**src/pkg/fcw_pkg.sv**
```systemverilog
// Constants and carrier types for the codec write register bank
package fcw_pkg;

	// ****************************************
	// Bus widths
	// ****************************************
	localparam int FCW_DATA_W = 8; // Processor data bus width
	localparam int FCW_ADDR_W = 5; // Processor address bus width
	localparam int FCW_BER_W = 24; // Error rate period, three bytes

	// ****************************************
	// Register offsets
	// ****************************************
	localparam logic [4:0] FCW_A_METRIC_LOW = 5'h00; // Metric middle and low bits
	localparam logic [4:0] FCW_A_METRIC_SECTOR = 5'h01; // Sector and metric high bits
	localparam logic [4:0] FCW_A_DEC_FIXED = 5'h02; // Fixed decoder control
	localparam logic [4:0] FCW_A_DEC_MODE = 5'h03; // Decoder mode control
	localparam logic [4:0] FCW_A_DEC_RESET = 5'h04; // Decoder reset control
	localparam logic [4:0] FCW_A_ENC_DATA = 5'h05; // Encoder data input
	localparam logic [4:0] FCW_A_ENC_RESET = 5'h06; // Encoder reset control
	localparam logic [4:0] FCW_A_ENC_MODE = 5'h07; // Encoder mode control
	localparam logic [4:0] FCW_A_TEST_LEN = 5'h08; // Sync test length
	localparam logic [4:0] FCW_A_TEST_THR = 5'h09; // Sync test threshold
	localparam logic [4:0] FCW_A_BER_LS = 5'h0a; // Error period low byte
	localparam logic [4:0] FCW_A_BER_CS = 5'h0b; // Error period middle byte
	localparam logic [4:0] FCW_A_BER_MS = 5'h0c; // Error period high byte
	localparam logic [4:0] FCW_A_DEC_IN_STB = 5'h0e; // Decoder input clock strobe
	localparam logic [4:0] FCW_A_DEC_OUT_STB = 5'h0f; // Decoder output clock strobe
	localparam logic [4:0] FCW_A_ENC_IN_STB = 5'h11; // Encoder input clock strobe
	localparam logic [4:0] FCW_A_ENC_OUT_STB = 5'h12; // Encoder output clock strobe
	localparam logic [4:0] FCW_A_SYNC_APPLY = 5'h17; // Sync test apply and restart
	localparam logic [4:0] FCW_A_BER_APPLY = 5'h18; // Error test apply and restart

	// ****************************************
	// Field positions
	// ****************************************
	localparam int FCW_B_PERIPH = 3; // Peripheral versus direct data
	localparam int FCW_B_DIFF = 4; // Differential and resolver enable
	localparam int FCW_B_PSK = 7; // Eight or sixteen phase select
	localparam int FCW_B_DEC_RST = 2; // Decoder software reset
	localparam int FCW_B_ENC_RST = 1; // Encoder software reset

	// ****************************************
	// Reset values
	// ****************************************
	localparam logic [7:0] FCW_RST_BYTE = 8'h00; // Plain register reset
	localparam logic [7:0] FCW_RST_DEC_FIXED = 8'hc0; // Fixed ones in bits 6 and 7
	localparam logic [23:0] FCW_RST_BER = 24'h000000; // Error period reset

	// ****************************************
	// Carrier types
	// ****************************************
	typedef struct packed {
		logic cs_n; // Chip select, active low
		logic wr_n; // Write strobe, active low
		logic [4:0] addr; // Register address
		logic [7:0] data; // Write data
	} fcw_bus_t;

	typedef struct packed {
		logic [2:0] m11; // Metric one_one
		logic [2:0] m01; // Metric zero_one
		logic [2:0] m10; // Metric one_zero
		logic [2:0] m00; // Metric zero_zero
		logic [3:0] sector; // Sector number
	} fcw_metric_t;

	typedef enum logic [1:0] {
		FCW_ST_IDLE = 2'b01, // Waiting for a write strobe
		FCW_ST_HELD = 2'b10 // Strobe still low, write already taken
	} fcw_state_t;

endpackage : fcw_pkg

```
**src/hw/fcw_regbank.sv**
```systemverilog
// Write-only control register bank of the convolutional codec
`timescale 1ns/10ps
`default_nettype none

module fcw_regbank #(
	parameter int DATA_W = 8, // Processor data width
	parameter int ADDR_W = 5 // Processor address width
) (
	input wire logic clk,
	input wire logic sys_rst,
	input wire fcw_pkg::fcw_bus_t bus_in,
	input wire fcw_pkg::fcw_metric_t metric_pins,
	input wire logic [2:0] encoder_pin_bits,
	input wire logic decoder_symbol_in_clock_pin,
	input wire logic decoder_data_out_clock_pin,
	input wire logic encoder_data_in_clock_pin,
	input wire logic encoder_symbol_out_clock_pin,
	input wire logic decoder_reset_pin,
	input wire logic encoder_reset_pin,
	output logic decoder_symbol_in_clock,
	output logic decoder_data_out_clock,
	output logic encoder_data_in_clock,
	output logic encoder_symbol_out_clock,
	output var fcw_pkg::fcw_metric_t metric_out,
	output logic [2:0] encoder_input_bits,
	output logic decoder_peripheral,
	output logic encoder_peripheral,
	output logic diff_decoder_enable,
	output logic diff_encoder_enable,
	output logic decoder_psk8_select,
	output logic encoder_psk16_select,
	output logic decoder_reset,
	output logic encoder_reset,
	output logic [7:0] sync_test_length,
	output logic [7:0] sync_test_threshold,
	output logic sync_test_restart,
	output logic [23:0] error_period,
	output logic error_test_restart
);
	import fcw_pkg::*;

	// ****************************************
	// Elaboration checks
	// ****************************************
	if (DATA_W != FCW_DATA_W) begin : g_bad_data
		$error("Data width must be eight");
	end
	if (ADDR_W != FCW_ADDR_W) begin : g_bad_addr
		$error("Address width must be five");
	end

	// ****************************************
	// Bus write detection
	// ****************************************
	fcw_state_t state_r; // Strobe tracker
	fcw_state_t state_nxt; // Next tracker state
	logic strobe_low; // Chip select and write both low
	logic wr_take; // One cycle per host write

	// Both strobes low forms a write
	assign strobe_low = !bus_in.cs_n && !bus_in.wr_n;

	// Take the write only on the first low cycle
	always_comb begin
		state_nxt = state_r;
		case (state_r)
			FCW_ST_IDLE: begin
				if (strobe_low) begin
					state_nxt = FCW_ST_HELD;
				end
			end
			FCW_ST_HELD: begin
				if (!strobe_low) begin
					state_nxt = FCW_ST_IDLE;
				end
			end
			default: begin
				state_nxt = FCW_ST_IDLE;
			end
		endcase
	end

	assign wr_take = strobe_low && (state_r == FCW_ST_IDLE);

	// Tracker state register
	always_ff @(posedge clk or posedge sys_rst) begin
		if (sys_rst) begin
			state_r <= FCW_ST_IDLE;
		end else begin
			state_r <= state_nxt;
		end
	end

	// Address hit helper
	function automatic logic hit(input logic [4:0] a, input logic [4:0] want);
		hit = (a == want);
	endfunction : hit

	// ****************************************
	// Stored control registers
	// ****************************************
	logic [7:0] metric_low_r; // Middle and low metric bits
	logic [7:0] metric_sector_r; // Sector and metric high bits
	logic [7:0] dec_fixed_r; // Fixed decoder control
	logic [7:0] dec_mode_r; // Decoder mode control
	logic [7:0] dec_reset_r; // Decoder reset control
	logic [7:0] enc_mode_r; // Encoder mode control
	logic [7:0] enc_reset_r; // Encoder reset control
	logic [2:0] enc_data_r; // Encoder data from the bus
	logic [7:0] len_stage_r; // Test length waiting to apply
	logic [7:0] thr_stage_r; // Threshold waiting to apply
	logic [23:0] ber_stage_r; // Error period waiting to apply

	// Plain control registers written from the bus
	always_ff @(posedge clk or posedge sys_rst) begin
		if (sys_rst) begin
			metric_low_r <= FCW_RST_BYTE;
			metric_sector_r <= FCW_RST_BYTE;
			dec_fixed_r <= FCW_RST_DEC_FIXED;
			dec_mode_r <= FCW_RST_BYTE;
			enc_mode_r <= FCW_RST_BYTE;
		end else if (wr_take) begin
			if (hit(bus_in.addr, FCW_A_METRIC_LOW)) begin
				metric_low_r <= bus_in.data;
			end
			if (hit(bus_in.addr, FCW_A_METRIC_SECTOR)) begin
				metric_sector_r <= bus_in.data;
			end
			if (hit(bus_in.addr, FCW_A_DEC_FIXED)) begin
				dec_fixed_r <= bus_in.data;
			end
			if (hit(bus_in.addr, FCW_A_DEC_MODE)) begin
				dec_mode_r <= bus_in.data;
			end
			if (hit(bus_in.addr, FCW_A_ENC_MODE)) begin
				enc_mode_r <= bus_in.data;
			end
		end
	end

	// Encoder data only accepted in peripheral mode
	always_ff @(posedge clk or posedge sys_rst) begin
		if (sys_rst) begin
			enc_data_r <= 3'h0;
		end else if (wr_take && hit(bus_in.addr, FCW_A_ENC_DATA) && enc_mode_r[FCW_B_PERIPH]) begin
			enc_data_r <= bus_in.data[2:0];
		end
	end

	// Staging for the monitor test values
	always_ff @(posedge clk or posedge sys_rst) begin
		if (sys_rst) begin
			len_stage_r <= FCW_RST_BYTE;
			thr_stage_r <= FCW_RST_BYTE;
			ber_stage_r <= FCW_RST_BER;
		end else if (wr_take) begin
			if (hit(bus_in.addr, FCW_A_TEST_LEN)) begin
				len_stage_r <= bus_in.data;
			end
			if (hit(bus_in.addr, FCW_A_TEST_THR)) begin
				thr_stage_r <= bus_in.data;
			end
			if (hit(bus_in.addr, FCW_A_BER_LS)) begin
				ber_stage_r[7:0] <= bus_in.data;
			end
			if (hit(bus_in.addr, FCW_A_BER_CS)) begin
				ber_stage_r[15:8] <= bus_in.data;
			end
			if (hit(bus_in.addr, FCW_A_BER_MS)) begin
				ber_stage_r[23:16] <= bus_in.data;
			end
		end
	end

	// ****************************************
	// Software resets
	// ****************************************
	logic dec_sw_rise; // Decoder reset bit goes 0 to 1
	logic enc_sw_rise; // Encoder reset bit goes 0 to 1

	assign dec_sw_rise = wr_take && hit(bus_in.addr, FCW_A_DEC_RESET)
		&& bus_in.data[FCW_B_DEC_RST] && !dec_reset_r[FCW_B_DEC_RST];
	assign enc_sw_rise = wr_take && hit(bus_in.addr, FCW_A_ENC_RESET)
		&& bus_in.data[FCW_B_ENC_RST] && !enc_reset_r[FCW_B_ENC_RST];

	// Reset control registers keep the last value to see edges
	always_ff @(posedge clk or posedge sys_rst) begin
		if (sys_rst) begin
			dec_reset_r <= FCW_RST_BYTE;
			enc_reset_r <= FCW_RST_BYTE;
		end else if (wr_take) begin
			if (hit(bus_in.addr, FCW_A_DEC_RESET)) begin
				dec_reset_r <= bus_in.data;
			end
			if (hit(bus_in.addr, FCW_A_ENC_RESET)) begin
				enc_reset_r <= bus_in.data;
			end
		end
	end

	// Reset outputs merge the pin with the software edge
	always_ff @(posedge clk or posedge sys_rst) begin
		if (sys_rst) begin
			decoder_reset <= 1'b0;
			encoder_reset <= 1'b0;
		end else begin
			decoder_reset <= decoder_reset_pin || dec_sw_rise;
			encoder_reset <= encoder_reset_pin || enc_sw_rise;
		end
	end

	// ****************************************
	// Software clock strobes
	// ****************************************
	// Any data value gives one pulse; pin is held low by the host
	always_ff @(posedge clk or posedge sys_rst) begin
		if (sys_rst) begin
			decoder_symbol_in_clock <= 1'b0;
			decoder_data_out_clock <= 1'b0;
			encoder_data_in_clock <= 1'b0;
			encoder_symbol_out_clock <= 1'b0;
		end else begin
			decoder_symbol_in_clock <= decoder_symbol_in_clock_pin
				|| (wr_take && hit(bus_in.addr, FCW_A_DEC_IN_STB));
			decoder_data_out_clock <= decoder_data_out_clock_pin
				|| (wr_take && hit(bus_in.addr, FCW_A_DEC_OUT_STB));
			encoder_data_in_clock <= encoder_data_in_clock_pin
				|| (wr_take && hit(bus_in.addr, FCW_A_ENC_IN_STB));
			encoder_symbol_out_clock <= encoder_symbol_out_clock_pin
				|| (wr_take && hit(bus_in.addr, FCW_A_ENC_OUT_STB));
		end
	end

	// ****************************************
	// Monitor test apply and restart
	// ****************************************
	logic sync_apply; // Write to the sync apply strobe
	logic ber_apply; // Write to the error apply strobe

	assign sync_apply = wr_take && hit(bus_in.addr, FCW_A_SYNC_APPLY);
	assign ber_apply = wr_take && hit(bus_in.addr, FCW_A_BER_APPLY);

	// Active values change only on an apply write
	always_ff @(posedge clk or posedge sys_rst) begin
		if (sys_rst) begin
			sync_test_length <= FCW_RST_BYTE;
			sync_test_threshold <= FCW_RST_BYTE;
			sync_test_restart <= 1'b0;
			error_period <= FCW_RST_BER;
			error_test_restart <= 1'b0;
		end else begin
			sync_test_restart <= sync_apply;
			error_test_restart <= ber_apply;
			if (sync_apply) begin
				sync_test_length <= len_stage_r;
				sync_test_threshold <= thr_stage_r;
			end
			if (ber_apply) begin
				error_period <= ber_stage_r;
			end
		end
	end

	// ****************************************
	// Mode outputs and data routing
	// ****************************************
	fcw_metric_t metric_bus; // Metrics as written over the bus

	// Unpack metric registers into fields
	always_comb begin
		metric_bus.m00 = {metric_sector_r[4], metric_low_r[0], metric_low_r[4]};
		metric_bus.m10 = {metric_sector_r[5], metric_low_r[1], metric_low_r[5]};
		metric_bus.m01 = {metric_sector_r[6], metric_low_r[2], metric_low_r[6]};
		metric_bus.m11 = {metric_sector_r[7], metric_low_r[3], metric_low_r[7]};
		metric_bus.sector = metric_sector_r[3:0];
	end

	// Registered mode and data outputs
	always_ff @(posedge clk or posedge sys_rst) begin
		if (sys_rst) begin
			metric_out <= '0;
			encoder_input_bits <= 3'h0;
			decoder_peripheral <= 1'b0;
			encoder_peripheral <= 1'b0;
			diff_decoder_enable <= 1'b0;
			diff_encoder_enable <= 1'b0;
			decoder_psk8_select <= 1'b0;
			encoder_psk16_select <= 1'b0;
		end else begin
			decoder_peripheral <= dec_mode_r[FCW_B_PERIPH];
			encoder_peripheral <= enc_mode_r[FCW_B_PERIPH];
			metric_out <= dec_mode_r[FCW_B_PERIPH] ? metric_bus : metric_pins;
			encoder_input_bits <= enc_mode_r[FCW_B_PERIPH] ? enc_data_r : encoder_pin_bits;
			diff_decoder_enable <= dec_mode_r[FCW_B_DIFF];
			diff_encoder_enable <= enc_mode_r[FCW_B_DIFF];
			decoder_psk8_select <= dec_mode_r[FCW_B_PSK];
			encoder_psk16_select <= enc_mode_r[FCW_B_PSK];
		end
	end
endmodule : fcw_regbank

`default_nettype wire

```
**config.mk**
```make
export PLATFORM = sky130hd
export DESIGN_NAME = fcw_regbank
export DESIGN_NICKNAME = d
export VERILOG_FILES = /design/src/pkg/fcw_pkg.sv /design/src/hw/fcw_regbank.sv
export SDC_FILE = /design/constraint.sdc
export NUM_CORES = 1
export LEC_CHECK = 0
export ABC_AREA = 1
export BUFFER_PORTS_ARGS = -buffer_cell sky130_fd_sc_hd__buf_2
export CELL_PAD_IN_SITES_DETAIL_PLACEMENT = 1
export CELL_PAD_IN_SITES_GLOBAL_PLACEMENT = 2
export CORE_ASPECT_RATIO = 1.25
export CORE_MARGIN = 2
export CORE_UTILIZATION = 36
export CTS_BUF_LIST = sky130_fd_sc_hd__clkbuf_16
export CTS_CLUSTER_DIAMETER = 30
export DETAILED_ROUTE_END_ITERATION = 7
export PLACE_DENSITY_LB_ADDON = 0.1
export REMOVE_ABC_BUFFERS = 1
export SYNTH_ARGS = -nofsm -noshare
export SYNTH_HDL_FRONTEND = slang
export SYNTH_SLANG_ARGS = --single-unit
```
**constraint.sdc**
```tcl
create_clock -name clk -period 8.5 [get_ports clk]
set_input_delay 2.55 -clock clk [delete_from_list [all_inputs] [get_ports clk]]
set_output_delay 2.55 -clock clk [all_outputs]
set_load 0.03 [all_outputs]
```
==> results.md <==
- Die extent in x: 114.4 um
- # H-tree levels: 4
- Vias in the first global route: 4278
- Total wire length: 13650 um
- Distinct cell type count after synthesis: 28
- Row count: 50
- TNS Setup: 0 ns
- DP Area: 6176 sq um
- Final period util: 48.56%
- #FFs+latches synth: 142
- Skew final: 0.004369 ns
- Pin count of the biggest net entering global routing: 84
- Syn Inst Count: 535
- Initial DRT Pass Iterations: 4
- Final Slew Violations: 0
- Full die area: 16260 sq um
- Critical path, cell by cell: buf_2 > nor2_4 > inv_2 > nor2_8 > nand3_1 > o21ai_1
- Crit path kind: input port to flip-flop
- MaxCap Viol Count: 0
- Initial antenna violation count: 0
- Via count: 3979
- Setup violations, final: 0
- First-pass GRT wire length: 22220 um
- Final net count: 693
- Min cycle time layout: 4.127 ns
- Worst EP arrival: 4.43 ns
- DP HPWL: 9482 um
- Mean post-synth cell area: 10.26 sq um
- # diodes: 0
- Met2 Wirelength: 6905 um
- Worst-skew pair later-pin latency: 0.42 ns
- Starting density of the core: 36.71%
- Resize count post-CTS: 0
- Top cells by area, synth: dfrtp_1 64%, nand2_1 12%, o21ai_1 5.1%
- Worst Setup End Kind: flip-flop
- Metal3 WL: 598 um
- Buffers & Inverters on Critical Path: 2
- CTS buffer count: 17
- Die height: 142.1 um
- Synthesis-to-finish area growth: 21.88%
- Fmax: 242.3 MHz
- Layout cells sized above 1: 29.11%
- DRC: 0
- Avg Vias per Cell: 4.709
- M1 WL: 5879 um
- CP max FO: 32
- Reg clk slew, reported paths: 0.05 ns
- CTS Buffer Depth: 2
- Filler Cells Inserted: 1731
- Overflow after GRT: 0
- Worst Hold Class: flip-flop to flip-flop
- Gr usage total: 18.06%
- Pleak: 3.518 nW
- Critical Path RT: 8.81 ns
- CP Launch Type: input port
- Run status: finished clean
- Post-synth top area share: 64.28%
- Placeable Area: 14950 sq um
- Number of I/O port buffers: 114
- Post-Syn Area: 5489 sq um
- DRT iter0 DRCs: 166
- Setup Fix Bufs, Post-CTS: 0
- RePlAce Congestion: 0.7720
- Sequential cell area fraction in the yosys report: 64.76%
- CTS root buf: clkbuf_16
- Leading area contributor after synthesis: dfrtp_1
- CTS Sinks: 142
- Antenna-violating nets left: 0
- Peak VDD IR: 0.09285 mV
- Hold Buf Count CTS: 0
- Top delay family on crit path: simple AND/OR/NAND/NOR gates
- RSZ-0062 raised after global routing: no
- Fin. Hold Viols: 0
- I/O pins: 115
- Slew HR: 21.34%
- Top Metal Used: met4
- Pwr/cell area: 235.0 nW/um^2
- CP max stage delay: 0.87 ns
- CTS tree: yes
- Slowest cell on the critical path: nand3_1
- Final Cell Area: 6690 sq um
- Synth Warn #: 0
- Tightest Pin Transition: 1.177 ns
- Wire per inst: 16.15 um
==> layout by cell type, fill, tap and decap left out, types with 5 or more instances in the layout <==
master and count:
buf_2 114, clkbuf_16 17, clkinv_2 5, dfrtp_1 141, inv_1 45, inv_2 6, mux2_2 16, nand2_1 178
nand2_2 9, nand3_1 17, nor2_1 12, o21ai_0 9, o21ai_1 56, o21ai_2 8
==> routing by layer <==
layer | vias up | track usage [%]
li1 | 1929 | -
met1 | 1942 | 22.22
met2 | 89 | 30.33
met3 | 19 | 4.429
met4 | 0 | 7.381
met5 | - | 0
==> where the power goes <==
part	switching [mW]	internal (mW)
sequential	0.0298	0.730
clock	0.264	0.389
combinational	0.108	0.0526
total	0.402	1.17
==> state kept, by name, summed over array words and instances (netlist names), 2 cells and up <==
register             cells
ber_stage_r             24
dec_mode_r               3
enc_data_r               3
enc_mode_r               3
encoder_input_bits       3
error_period            24
len_stage_r              8
metric_low_r             8
metric_out              16
metric_sector_r          8
state_r                  2
sync_test_length         8
sync_test_threshold      8
thr_stage_r              8
==> area by class of cell <==
type | instances | area, sq um | area share (%)
Sequential cell | 142 | 3555 | 53.13
Clock buffer | 17 | 425.4 | 6.359
Clock inverter | 14 | 88.84 | 1.328
Multi-Input combinational cell | 326 | 1624 | 24.28
Timing Repair Buffer | 115 | 578.1 | 8.640
Inverter | 49 | 191.4 | 2.861
Tap cell | 182 | 227.7 | 3.404
==> path summary, 6_finish.rpt <==
path | to | depth (start not counted) | from | slack, ns
min | diff_encoder_enable | 0 | enc_mode_r[4] | 0.38
min in group asynchronous | metric_out[13] | 2 | sys_rst | 2.19
max reg2reg | sync_test_length[6] | 4 | state_r[0] | 6.15
max | sync_test_length[6] | 6 | bus_in[14] | 4.37
max in group asynchronous | sync_test_threshold[5] | 3 | sys_rst | 4.87
min reg2reg | diff_encoder_enable | 0 | enc_mode_r[4] | 0.38
==> synthesized netlist by cell type (all sizes together) <==
| cell type | instances |
|---|---|
| a21oi | 3 |
| dfstp | 1 |
| clkbuf | 2 |
| a31o | 1 |
| nor2 | 18 |
| nand4 | 2 |
| dfrtp | 141 |
| buf | 16 |
| nand2 | 187 |
| nand3 | 21 |
| o21ai | 73 |
| inv | 49 |
| mux2 | 16 |
| nor3 | 2 |
| o21bai | 3 |
==> worst reg2reg max path, delay by kind of cell, from the launching register on <==
| family | cells | cell delay (ns) |
|---|---|---|
| and+or+nand+nor | 3 | 1.24 |
| DFF | 1 | 0.54 |
| AOI/OAI and AO/OA | 1 | 0.45 |
==> stage by stage <==
step / instances / utilization [%] / hold slack [ns] / power [mW] / setup slack, ns
6_report: 845 / 44.74 / 0.3810 / 1.572 / 4.373
2_1_floorplan: 517 / - / 0.3540 / 0.8726 / 2.142
4_1_cts: 845 / 44.74 / 0.3872 / 1.597 / 4.337
5_1_grt: 845 / 44.74 / 0.4005 / 1.645 / 4.130
3_5_place_dp: 814 / 41.31 / 0.3636 / 0.9359 / 3.905
3_3_place_gp: 814 / 41.31 / 0.3649 / 0.9284 / 4.046
==> cells by family after synthesis <==
| family | synth area share [%] |
|---|---|
| flip-flops | 64.76 |
| AO/OA/AOI/OAI | 8.046 |
| AND/OR/NAND/NOR | 18.26 |
| multiplexers | 3.282 |
| buffers and inverters | 5.653 |
Note: power is estimated with default switching activity, not from simulation.
